$ cat src/design/assp_pkg.sv
package assp_pkg;
    localparam int ASSP_SYNC_STAGES = 3;
    localparam logic [5:0] ASSP_ADDR_RESET = 6'h00;
    localparam logic [7:0] ASSP_BYTE_RESET = 8'h00;
    localparam logic [2:0] ASSP_BIT_LAST = 3'h7;
    localparam logic [2:0] ASSP_BIT_RESET = 3'h0;
    localparam int ASSP_RW_POS = 7;
    localparam int ASSP_MB_POS = 6;
    localparam int ASSP_LINK_PERIOD_NS = 200;
    localparam int ASSP_CLK_PERIOD_NS = 50;

    typedef enum logic [2:0] {
        ASSP_IDLE = 3'b001,
        ASSP_CMD = 3'b010,
        ASSP_DATA = 3'b100
    } assp_state_t;

    typedef struct packed {
        logic rw;
        logic multi_byte_flag;
        logic [5:0] addr;
    } assp_cmd_t;

    typedef struct packed {
        logic wr_stb;
        logic rd_stb;
        logic [5:0] addr;
        logic [7:0] data;
    } assp_reg_req_t;
endpackage : assp_pkg

$ cat src/design/assp_port.sv
`timescale 1ns/10ps
`default_nettype none
// Operation
// - device is only a slave; never starts a transfer
// - chip select held high means i2c mode, else spi frame enable
// - format bit picks four-wire when clear, shared three-wire line when set
// - spi mode 3: clock idles high, shift on fall, sample on rise
// - transmitter changes on falling edge, receiver samples on rising edge
// - multi-byte flag follows read/write bit in first byte
// - with flag set, pointer advances every eight clocks after first data
// - stepping continues until clocks stop and chip select rises
// - data output released when chip select rises
module assp_port
    import assp_pkg::*;
(
    input wire logic ref_clk,
    input wire logic reset_n,
    input wire logic cs_n_pin,
    input wire logic sclk_pin,
    input wire logic sdi_pin,
    input wire logic sdio_in,
    output logic sdo_out,
    output logic sdo_oe,
    output logic sdio_out,
    output logic sdio_oe,
    input wire logic three_wire,
    output logic i2c_mode,
    output assp_reg_req_t reg_req,
    input wire logic [7:0] reg_rd_data
);
    logic [2:0] cs_sync_reg;
    logic [2:0] sclk_sync_reg;
    logic [2:0] sdi_sync_reg;
    logic [2:0] sdio_sync_reg;
    logic cs_q_reg;
    logic sclk_q_reg;
    assp_state_t state_reg;
    logic [2:0] bit_reg;
    logic [7:0] shift_reg;
    logic [7:0] tx_reg;
    assp_cmd_t cmd_reg;
    logic first_data_reg;
    logic sdo_reg;
    logic sdo_oe_reg;
    logic sdio_oe_reg;
    logic i2c_reg;
    logic rd_load_reg;
    assp_reg_req_t req_reg;

    // a chip select or clock change counts only once the second and third stages agree
    always_ff @(posedge ref_clk or negedge reset_n) begin
        if (!reset_n) begin
            cs_sync_reg <= 3'h7;
            sclk_sync_reg <= 3'h7;
            sdi_sync_reg <= 3'h0;
            sdio_sync_reg <= 3'h0;
        end else begin
            cs_sync_reg <= {cs_sync_reg[1:0], cs_n_pin};
            sclk_sync_reg <= {sclk_sync_reg[1:0], sclk_pin};
            sdi_sync_reg <= {sdi_sync_reg[1:0], sdi_pin};
            sdio_sync_reg <= {sdio_sync_reg[1:0], sdio_in};
        end
    end

    wire cs_agree = cs_sync_reg[1] == cs_sync_reg[2];
    wire sclk_agree = sclk_sync_reg[1] == sclk_sync_reg[2];
    wire cs_next = cs_agree ? cs_sync_reg[2] : cs_q_reg;
    wire sclk_next = sclk_agree ? sclk_sync_reg[2] : sclk_q_reg;
    wire sclk_rise = sclk_next && !sclk_q_reg;
    wire sclk_fall = !sclk_next && sclk_q_reg;
    wire cs_active = !cs_next;
    wire cs_release = cs_next && !cs_q_reg;
    wire rx_bit = three_wire ? sdio_sync_reg[2] : sdi_sync_reg[2];
    wire [7:0] rx_byte = {shift_reg[6:0], rx_bit};
    wire byte_done = sclk_rise && (bit_reg == ASSP_BIT_LAST);
    wire in_read = (state_reg == ASSP_DATA) && cmd_reg.rw;
    // step only after the first data byte, and only with the flag set
    wire [5:0] addr_step = (cmd_reg.multi_byte_flag && !first_data_reg) ?
                           cmd_reg.addr + 6'h01 : cmd_reg.addr;
    // read data for the next byte is fetched once the previous ends; after a data byte only with the flag set
    wire fetch = byte_done && ((state_reg == ASSP_CMD && rx_byte[ASSP_RW_POS])
                 || (in_read && cmd_reg.multi_byte_flag));
    // the next fetch follows the address that this byte was given
    wire [5:0] fetch_addr = (state_reg == ASSP_CMD) ? rx_byte[5:0]
                            : addr_step + 6'h01;

    always_ff @(posedge ref_clk or negedge reset_n) begin
        if (!reset_n) begin
            cs_q_reg <= 1'b1;
            sclk_q_reg <= 1'b1;
        end else begin
            cs_q_reg <= cs_next;
            sclk_q_reg <= sclk_next;
        end
    end

    // slave only: every transition below waits on the master's pins
    always_ff @(posedge ref_clk or negedge reset_n) begin
        if (!reset_n) begin
            state_reg <= ASSP_IDLE;
            bit_reg <= ASSP_BIT_RESET;
            shift_reg <= ASSP_BYTE_RESET;
            cmd_reg <= '0;
            first_data_reg <= 1'b1;
        end else if (!cs_active) begin
            state_reg <= ASSP_IDLE;
            bit_reg <= ASSP_BIT_RESET;
            first_data_reg <= 1'b1;
        end else begin
            if (state_reg == ASSP_IDLE) begin
                state_reg <= ASSP_CMD;
            end
            if (sclk_rise) begin
                bit_reg <= bit_reg + 3'h1;
                shift_reg <= rx_byte;
            end
            if (byte_done && state_reg == ASSP_CMD) begin
                cmd_reg <= rx_byte;
                state_reg <= ASSP_DATA;
                first_data_reg <= 1'b1;
            end else if (byte_done && state_reg == ASSP_DATA) begin
                cmd_reg.addr <= addr_step;
                first_data_reg <= 1'b0;
            end
        end
    end

    // named decodes keep the clocked blocks below short
    wire in_write = (state_reg == ASSP_DATA) && !cmd_reg.rw;
    wire wr_fire = byte_done && in_write && cs_active;
    wire rd_fire = fetch && cs_active;
    wire [5:0] req_addr = fetch ? fetch_addr : addr_step;
    wire sdo_shift = sclk_fall && in_read;
    wire sdo_drive = cs_active && !three_wire && !cs_release;
    wire sdio_drive = cs_active && three_wire && in_read
                      && (sclk_fall || sdio_oe_reg);

    // write strobes each received data byte; read strobe asks for the next byte
    always_ff @(posedge ref_clk or negedge reset_n) begin
        if (!reset_n) begin
            req_reg <= '0;
        end else begin
            req_reg.wr_stb <= wr_fire;
            req_reg.rd_stb <= rd_fire;
            req_reg.addr <= req_addr;
            req_reg.data <= rx_byte;
        end
    end

    // register file answers one cycle after the strobe, so load then
    always_ff @(posedge ref_clk or negedge reset_n) begin
        if (!reset_n) begin
            rd_load_reg <= 1'b0;
        end else begin
            rd_load_reg <= req_reg.rd_stb;
        end
    end

    // the load lands well before the first falling edge of the byte
    always_ff @(posedge ref_clk or negedge reset_n) begin
        if (!reset_n) begin
            tx_reg <= ASSP_BYTE_RESET;
        end else if (rd_load_reg) begin
            tx_reg <= reg_rd_data;
        end else if (sdo_shift) begin
            tx_reg <= {tx_reg[6:0], 1'b0};
        end
    end

    // output line: msb of tx byte on each falling edge of a read data byte
    always_ff @(posedge ref_clk or negedge reset_n) begin
        if (!reset_n) begin
            sdo_reg <= 1'b0;
        end else if (sdo_shift) begin
            sdo_reg <= tx_reg[7];
        end
    end

    // released once synced chip select goes high
    always_ff @(posedge ref_clk or negedge reset_n) begin
        if (!reset_n) begin
            sdo_oe_reg <= 1'b0;
        end else begin
            sdo_oe_reg <= sdo_drive;
        end
    end

    // shared line stays undriven through command bytes and writes
    always_ff @(posedge ref_clk or negedge reset_n) begin
        if (!reset_n) begin
            sdio_oe_reg <= 1'b0;
        end else begin
            sdio_oe_reg <= sdio_drive;
        end
    end

    // i2c support itself lives elsewhere; only the selection here
    always_ff @(posedge ref_clk or negedge reset_n) begin
        if (!reset_n) begin
            i2c_reg <= 1'b0;
        end else begin
            i2c_reg <= cs_next;
        end
    end

    assign sdo_out = sdo_reg;
    assign sdo_oe = sdo_oe_reg;
    assign sdio_out = sdo_reg;
    assign sdio_oe = sdio_oe_reg;
    assign i2c_mode = i2c_reg;
    assign reg_req = req_reg;
endmodule : assp_port
`default_nettype wire

$ cat config.mk
export PLATFORM = sky130hd
export DESIGN_NAME = assp_port
export DESIGN_NICKNAME = d
export VERILOG_FILES = /design/src/design/assp_pkg.sv /design/src/design/assp_port.sv
export SDC_FILE = /design/constraint.sdc
export NUM_CORES = 1
export LEC_CHECK = 0
export BUFFER_PORTS_ARGS = -buffer_cell sky130_fd_sc_hd__buf_2
export CORE_UTILIZATION = 25
export CTS_CLUSTER_SIZE = 8
export DETAILED_ROUTE_END_ITERATION = 16
export PLACE_DENSITY = 0.46
export SYNTH_ARGS = -nofsm -noshare
export SYNTH_HDL_FRONTEND = slang
export SYNTH_SLANG_ARGS = --single-unit
$ cat constraint.sdc
create_clock -name ref_clk -period 2.6 [get_ports ref_clk]
set_clock_uncertainty 0.2 [all_clocks]
set_input_delay 0.52 -clock ref_clk [delete_from_list [all_inputs] [get_ports ref_clk]]
set_output_delay 0.52 -clock ref_clk [all_outputs]
set_load 0.005 [all_outputs]
==> results of run 1 <==
## synthesized netlist by cell type, types with 4 or more instances
cell,number,area (um^2)
nor2_1,18,67.6
ha_1,4,50.1
nor3_1,9,45.0
mux2_2,12,135
o21ai_0,18,90.1
mux2i_1,11,110
dfstp_2,10,263
xnor2_1,6,52.6
a21oi_1,7,35.0
buf_2,4,20.0
nand3b_1,4,30.0
dfrtp_1,55,1380
nand2_1,26,97.6
## area by class of cell
class	count	area (um^2)	share of cell area
sequential	65	1640	0.485
multi-input combinational	161	1100	0.327
timing repair buffer	42	230	0.0681
tap	140	175	0.0519
clock buffer	11	141	0.0419
clock inverter	5	80.1	0.0237
inverter	2	7.51	0.00222
## stage by stage
step | hold slack [ps] | util | power, W | setup slack [ps] | cell area, um^2
6_report | 72.7 | 0.310 | 0.00240 | 330 | 3380
5_1_grt | 51.9 | 0.310 | 0.00252 | 173 | 3380
4_1_cts | 51.6 | 0.310 | 0.00244 | 353 | 3380
3_5_place_dp | 135 | 0.289 | 0.00147 | 365 | 3150
3_3_place_gp | 135 | 0.289 | 0.00147 | 366 | 3150
2_1_floorplan | 24.4 | - | 0.00133 | 527 | 2810
## power by group through the flow
stage	combinational, W	sequential [W]	clock, W
global placement	0.000206	0.00126	0
detailed placement	0.000206	0.00126	0
finish	0.000203	0.00124	0.000952
floorplan	0.0000979	0.00123	0
CTS	0.000209	0.00125	0.000988
global route	0.000230	0.00126	0.00102
## logic make-up (layout without fill, tap and decap cells)
family | after synthesis | count (layout) | synth area share
DFF | 65 | 65 | 0.583
xor gates and xnor gates | 8 | 8 | 0.0249
buffers and inverters | 13 | 60 | 0.0245
and+or+nand+nor | 78 | 78 | 0.153
AOI/OAI and AO/OA | 46 | 46 | 0.102
adders and majority gates | 6 | 6 | 0.0254
muxes | 23 | 23 | 0.0872
## worst reg2reg max path, cell delays in order, from the launching register on
cell       delay (ps)
dfstp_2           580
nand2b_1          300
xnor2_1           210
ha_1              270
nand2_1            60
o21ai_0           250
a31oi_1           120
a2bb2oi_1         150
## layer usage
metal	GRT usage	wire [um]
met3	0.0362	232
met2	0.167	2680
met1	0.138	2760
met4	0.0509	124
met5	0	0
## worst max-delay path by stage
stage | startpoint | cells after the start | endpoint
after floorplan | bit_reg[0] | 6 | cmd_reg[3]
after global placement | first_data_reg | 7 | reg_req[12]
after detailed placement | bit_reg[0] | 6 | cmd_reg[5]
after CTS | bit_reg[0] | 6 | cmd_reg[3]
after global routing | first_data_reg | 7 | reg_req[12]
final | first_data_reg | 7 | reg_req[12]
## timing repair
action / CTS / global route
hold buffers: 1 / 0
endpoints found under the hold margin: 22 / 0
endpoints found under the setup margin: 0 / 0
==> metrics.txt, run 1 <==
outcome=complete, no violations; Routed Wire Length=5800 um; Internal Power=approximately 0.0018 W; hold depth=1; die width=between 100 and 150 um; RSZ-0062 raised after global routing=no; most frequent cells in the layout=55 x dfrtp_1, 35 x buf_2, 26 x nand2_1; count of state elements after synthesis=65; clock share of power=0.397; Final Non-Filler Cells=around 430; worst-path cell chain=nand2b_1 -> xnor2_1 -> ha_1 -> nand2_1 -> o21ai_0 -> a31oi_1 -> a2bb2oi_1; first-pass GRT wire length=9540 um; Fin Setup TNS=0 ps; Psw=between 0.0005 and 0.0006 W; most common cell after layout, fill and taps aside=dfrtp_1; syn_nets=258; synthesis-to-finish area growth=20.1%; Layout Nets=300; Iteration-0 DRC Markers=52; fraction of registers with async set/reset=1.00; worst-path maximum fanout=7; via/cell ratio=4.49; global placement routability congestion=0.813; Slew headroom=0.640; Syn Area/Cell=11.8 um^2; largest net degree at the start of global routing=26; vias in the first global route=1894; crit path time final=around 2300 ps; synth warn=0; VDD IR max=0.000277 V; Die Y-Extent=~110 um; GRT Total Usage=0.109; crit path buf inv count=0; R2R depth=7; Top FF cell, synth=dfrtp_1; Max Clk Rate=440 MHz; Filler Cell Count=1120; antenna-violating nets left=0; Inst Count DP=409; Hold Crit Endpoint=sclk_sync_reg[0]; DR DRC count=0; synth unique cells=55; Sw Share=0.245; Leak=1.51 nW; hold_sp=sclk_pin; clk_lat worst skew=about 340 ps; Worst Path Required=roughly 2600 ps; Die ar.=0.0117 mm^2; FF-to-FF End=reg_req[12]; fin. max-slew vios=0; fraction of layout instances using a drive strength above 1=0.308; Hold WC Path Type=primary input to flip-flop; CTS clk-pin slew, worst paths=70 ps; # IOs=36; DR vias=1914; worst-margin pin slew=about 540 ps; Final Hold Vio Count=0; Crit path largest cell delay=580 ps; crit path max-delay cell type=dfstp_2; H-tree depth=3; TritonCTS clock tree=yes; row cnt=38; RR Startpoint=first_data_reg; Post-Synthesis Cells=239; pwr/cell area=709 mW/mm^2; Crit Path Class=flip-flop to flip-flop; Arr. time, crit path=2290 ps; crit end category=flip-flop; CP startpoint kind=flip-flop; Top delay family on crit path=flip-flops; Mapped Area=approximately 0.0028 mm^2; Longest Clk Path Bufs=2; register area share after synthesis=0.583; combinational power share=0.085; Post-synth EDFFs=0; max_cap viols=0; Final Setup Violations=0; diode count=0; Resize count post-CTS=0; Largest register FFs=16; clock sink total=65; drt first pass iters=6; Wirelength per Cell=13.6 um; CTS Buf Count=9; post-CTS setup buffer count=0; initial antenna violation count=0; Seq pwr share=0.518; Root Driver=clkbuf_8; IO buf count=35; post-DP HPWL=4090 um; r2r setup slk=330 ps; period utilization=0.873; initial core utilization=0.258; core area=0.0109 mm^2; Overflow after GRT=0
Note: power is estimated with default switching activity, not from simulation.
==> inputs of run 2 (changes only) <==
--- a/config.mk
+++ b/config.mk
@@ -9,7 +9,7 @@
 export CORE_UTILIZATION = 25
 export CTS_CLUSTER_SIZE = 8
 export DETAILED_ROUTE_END_ITERATION = 16
-export PLACE_DENSITY = 0.46
+export PLACE_DENSITY = 0.49
 export SYNTH_ARGS = -nofsm -noshare
 export SYNTH_HDL_FRONTEND = slang
 export SYNTH_SLANG_ARGS = --single-unit
==> run 2 against run 1 <==
  * First-iteration DRC count is 21% lower
  * Global-route usage is 0.28 points lower
  * Clock power is 9.2% lower
  * Critical path depth is 1 lower
  * Worst hold slack worse by 3.2 ps
  * Register-to-register slack better by 60 ps
  * Maximum frequency is 2.8% higher
  * Via count is 2.2% lower
  * Combinational power is 2% higher
  * Die area stayed put
  * Non-clock buffer count is 2 lower
  * Total power is 3.9% lower
  * Critical path type unchanged
  * Critical endpoint is now cmd_reg[3]
  * Highest routed layer unchanged
==> metrics.txt, run 2 (synthesis gave the netlist of run 1 again) <==
die width=108 um; Sw Share=0.245; clock share of power=0.375; Routed Wire Length=5500 um; via/cell ratio=4.41; fin. max-slew vios=0; Top delay family on crit path=simple AND/OR/NAND/NOR gates; Crit path largest cell delay=~460 ps; Largest register FFs=16; Fin Setup TNS=0 ps; Max Clk Rate=453 MHz; row cnt=38; drt first pass iters=4; H-tree depth=3; RR Startpoint=bit_reg[0]; clk_lat worst skew=340 ps; DR DRC count=0; synthesis-to-finish area growth=19.2%; VDD IR max=0.000203 V; Wirelength per Cell=13.0 um; worst-path maximum fanout=10; RSZ-0062 raised after global routing=no; initial core utilization=0.258; clock sink total=65; WHS=a little under 70 ps; crit path time final=2210 ps; worst-path cell chain=ha_1 -> ha_1 -> nand4b_2 -> or3_4 -> nor2_8 -> mux2_2; pwr/cell area=687 mW/mm^2; Slew headroom=0.664; # IOs=36; combinational power share=0.090; Iteration-0 DRC Markers=41; TritonCTS clock tree=yes; Die ar.=0.0117 mm^2; Arr. time, crit path=2230 ps; most frequent cell on the critical path=ha_1; M1 wire length=between 2000 and 3000 um; final core occ=0.308; DR vias=1871; crit path buf inv count=0; Max Used Layer=met4; Longest Clk Path Bufs=2; met3 wire length=201 um; first-pass GRT wire length=9270 um; area of the multi-input gates=about 0.0011 mm^2; CP startpoint kind=flip-flop; DR WL met2=2540 um; Worst Path Required=2620 ps; most common cell after layout, fill and taps aside=dfrtp_1; period utilization=0.850; Final Hold Vio Count=0; Die Y-Extent=108 um; Seq pwr share=0.535; diode count=0; worst-margin pin slew=501 ps; Crit Path Class=flip-flop to flip-flop; Final Setup Violations=0; outcome=complete, no violations; Layout Nets=298; most frequent cells in the layout=55 x dfrtp_1, 35 x buf_2, 26 x nand2_1; Overflow after GRT=0; core area=0.0109 mm^2; IO buf count=35; global placement routability congestion=around 0.83; Internal Power=0.00174 W; register area=0.00164 mm^2; vias in the first global route=about 1900; largest net degree at the start of global routing=66; post-DP HPWL=3700 um; Filler Cell Count=1119; CTS Buf Count=9; initial antenna violation count=0; crit path max-delay cell type=or3_4; Leak=1.50 nW; Hold WC Path Type=primary input to flip-flop; max_cap viols=0; Psw=0.000564 W; antenna-violating nets left=0; hold_sp=sclk_pin; fraction of layout instances using a drive strength above 1=0.299; CTS clk-pin slew, worst paths=70 ps; Worst Setup SP=bit_reg[0]; post-route total power=0.00230 W; crit end category=flip-flop; Root Driver=clkbuf_8; GRT Total Usage=0.106
## run 2: power groups by stage
stage	sequential, W	combinational, W	clock [W]
floorplan	0.00123	0.0000979	0
global placement	0.00125	0.000210	0
detailed placement	0.00125	0.000212	0
CTS	0.00123	0.000214	0.000896
global route	0.00125	0.000229	0.000946
finish	0.00123	0.000207	0.000864
## run 2: path summary, 6_finish.rpt
| kind | to | slack [ps] | cells after the start |
|---|---|---|---|
| setup / recovery | cmd_reg[3] | 390 | 6 |
| hold / removal | sclk_sync_reg[0] | 70 | 1 |
| setup reg to reg | cmd_reg[3] | 390 | 6 |
| hold reg to reg | sdio_sync_reg[2] | 150 | 0 |
| max in group asynchronous | first_data_reg | 1360 | 3 |
| min in group asynchronous | tx_reg[5] | 520 | 3 |
## run 2: repair_timing
action,in CTS,in global routing
endpoints found under the hold margin,18,0
buffers inserted,0,0
gates resized for setup,0,0
hold buffers,1,0
## run 2: final cells by class
cell class	instances	share of cell area
sequential	65	0.489
multi-input combinational	161	0.329
timing repair buffer	40	0.0679
tap	140	0.0522
clock buffer	13	0.0474
clock inverter	3	0.0119
inverter	2	0.00224
## run 2: stage by stage
stage | instances | setup slack (ps) | instance area (um^2)
floorplan | 239 | 527 | 2810
global placement | 407 | 408 | 3140
detailed placement | 407 | 378 | 3140
CTS | 424 | 367 | 3350
global route | 424 | 224 | 3350
finish | 424 | 391 | 3350
## run 2: per-layer routing
layer  vias to the layer above  track usage
li1                        918            -
met1                       907        0.131
met2                        33        0.162
met3                        13       0.0289
met4                         0       0.0705
met5                         -            0
==> inputs of run 3 (changes only) <==
--- a/config.mk
+++ b/config.mk
@@ -5,6 +5,7 @@
 export SDC_FILE = /design/constraint.sdc
 export NUM_CORES = 1
 export LEC_CHECK = 0
+export ABC_AREA = 1
 export BUFFER_PORTS_ARGS = -buffer_cell sky130_fd_sc_hd__buf_2
 export CORE_UTILIZATION = 25
 export CTS_CLUSTER_SIZE = 8
==> constraint.sdc (replaced) <==
create_clock -name ref_clk -period 2.2 [get_ports ref_clk]
set_clock_uncertainty 0.2 [all_clocks]
set_input_delay 0.44 -clock ref_clk [delete_from_list [all_inputs] [get_ports ref_clk]]
set_output_delay 0.44 -clock ref_clk [all_outputs]
set_load 0.005 [all_outputs]
==> run 3 against run 2 <==
  * First-iteration DRC count is 150% higher
  * Die area fell by 0.35%
  * Worst hold slack worse by 51 ps
  * Cell area is 1.3% higher
  * Sequential cell count unchanged
==> metrics.txt, run 3 <==
Max Clk Rate=510 MHz; DR vias=2051; most common cell after layout, fill and taps aside=nand2_1; H-tree depth=3; Final Cell Area=0.00340 mm^2; Layout Nets=361; Worst Path Required=2210 ps; core area=0.0109 mm^2; syn_nets=313; area fraction of the dominant cell type after synthesis=0.491; GRT Total Usage=0.106; # IOs=36; initial core utilization=0.257; RR Startpoint=first_data_reg; RSZ-0062 raised after global routing=no; antenna-violating nets left=0; Routed Wire Length=about 5600 um; CTS clk-pin slew, worst paths=70 ps; Root Driver=clkbuf_8; Final Hold Vio Count=0; CTS Buf Count=9; met2 global-route usage=0.164; synth cell count leaders=83 x nand2_1, 55 x dfrtp_1, 30 x inv_1, 23 x nand3_1, 21 x o21ai_0; Most Crowded Layer GR=met2; hold_sp=sdi_pin; synth warn=0; Crit Path Class=flip-flop to flip-flop; clk_lat worst skew=330 ps; drt first pass iters=4; Mapped Area=0.00280 mm^2; Hold Crit Endpoint=sdi_sync_reg[0]; hold depth=1; IO buf count=35; die width=about 110 um; fraction of registers with async set/reset=1.00; met1 usage=0.140; Arr. time, crit path=1970 ps; Leak=between 1.5 and 2 nW; crit end category=flip-flop; via/cell ratio=4.21; crit path time final=a little under 2000 ps; Top FF cell, synth=dfrtp_1; TritonCTS clock tree=yes; FF-to-FF End=reg_req[12]; Psw=0.000693 W; fin. max-slew vios=0; R2R depth=12; worst-path cell chain=inv_1 -> nand3_1 -> nand2_1 -> inv_1 -> ha_1 -> inv_1 -> nor2_2 -> nand2_1 -> nand2_1 -> nand3_1 -> nand2_1 -> o21ai_0; row cnt=38; clock sink total=65; M3 GR Usage=0.0345; crit path buf inv count=3; Syn Area/Cell=9.53 um^2; diode count=0; Largest register FFs=16; most frequent cell on the critical path=nand2_1; most frequent cells in the layout=83 x nand2_1, 55 x dfrtp_1, 35 x buf_2; Internal Power=0.00201 W; Iteration-0 DRC Markers=101; Sw Share=0.256; Seq pwr share=0.517; Fin Setup TNS=0 ps; worst-path maximum fanout=4; Hold WC Path Type=primary input to flip-flop; pwr/cell area=796 mW/mm^2; Top delay family on crit path=simple AND/OR/NAND/NOR gates; initial antenna violation count=0; VDD IR max=about 0.00026 V; fraction of layout instances using a drive strength above 1=0.242; Final Setup Violations=0; most frequent cell after synthesis=nand2_1; largest net degree at the start of global routing=66; crit path max-delay cell type=dfstp_2; DR DRC count=0; post-DP HPWL=3930 um; CP startpoint kind=flip-flop; Post-Synthesis Cells=294; combinational power share=0.096; Slew headroom=0.779; final core occ=0.312; first-pass GRT wire length=9320 um; Die ar.=0.0116 mm^2; r2r setup slk=240 ps; worst-margin pin slew=roughly 320 ps; register area share after synthesis=0.585; global placement routability congestion=just under 0.8; Die Y-Extent=around 110 um; Post-synth EDFFs=0; synthesis-to-finish area growth=21.2%; top cells by area, synth=dfrtp_1 49%, nand2_1 11%, dfstp_2 9.4%; max_cap viols=0; Wirelength per Cell=11.4 um; DP Area=0.00315 mm^2; clock share of power=0.387; post-CTS setup buffer count=0; synth unique cells=36; Overflow after GRT=0; vias in the first global route=a little under 2000; Synth area leader=dfrtp_1; Crit path largest cell delay=550 ps; count of state elements after synthesis=65; Longest Clk Path Bufs=2; outcome=complete, no violations; period utilization=0.892
## run 3: cell count changes in the layout (fill, tap and decap cells not counted), moves of 5 or more
cell and change:
xnor2_1 -6, nand2_1 +57, mux2i_1 -11, o21ai_2 +5, inv_1 +28, mux2_2 -11, nor3_1 -8, nand3_1 +22
## run 3: power by group through the flow
stage	clock (W)	sequential [W]	combinational (W)
final	0.00105	0.00140	0.000260
after global routing	0.00113	0.00141	0.000296
after CTS	0.00107	0.00140	0.000266
after detailed placement	0	0.00142	0.000260
after global placement	0	0.00142	0.000257
after floorplan	0	0.00141	0.000130
## run 3: metal layers
metal	share of wire	routed length, um	vias to the layer above
met5	0	0	-
met4	0.012	68	0
met3	0.033	181	5
met2	0.45	2510	35
met1	0.50	2800	963
li1	-	-	1048
## run 3: timing repair
| item | CTS | global route |
|---|---|---|
| endpoints found under the setup margin | 0 | 2 |
| resized for setup | 0 | 1 |
| hold buffers | 3 | 1 |
| hold endpoints to repair | 57 | 1 |
## run 3: logic make-up after synthesis
family,synth area share
compound gates,0.104
buf+inv,0.0589
mux,0.00402
simple gates,0.230
fa+ha+maj,0.0179
flops,0.585
## run 3: how the worst max path moves through the flow
| stage | startpoint | to | slack, ps | cells past startpoint |
|---|---|---|---|---|
| floorplan | first_data_reg | reg_req[12] | 390 | 12 |
| finish | first_data_reg | reg_req[12] | 240 | 12 |
| CTS | first_data_reg | reg_req[12] | 230 | 12 |
| detailed placement | first_data_reg | reg_req[12] | 230 | 12 |
| global route | first_data_reg | reg_req[12] | 30 | 12 |
| global placement | first_data_reg | reg_req[12] | 290 | 12 |
## run 3: layout make-up
cell class	instances	area [um^2]
multi-input combinational	191	1000
timing repair buffer	42	250
clock inverter	4	51.3
sequential	65	1640
fill	1128	7490
inverter	33	124
tap	140	175
clock buffer	12	155
## run 3: worst register-to-register path: cells and delay by family, from the launching register on
family	cells	cell delay, ps
and+or+nand+nor	7	620
DFF	1	550
buffers and inverters	3	240
adders and majority gates	1	170
AOI/OAI and AO/OA	1	70
## run 3: through the flow
step                      instances  hold slack [ps]  power (W)  worst slack [ps]
after floorplan                 294            -55.6    0.00154               393
after global routing            487            0.551    0.00284              26.1
after global placement          467              136    0.00168               286
after CTS                       486             5.39    0.00274               226
after detailed placement        467              139    0.00168               227
final                           487             18.1    0.00270               239
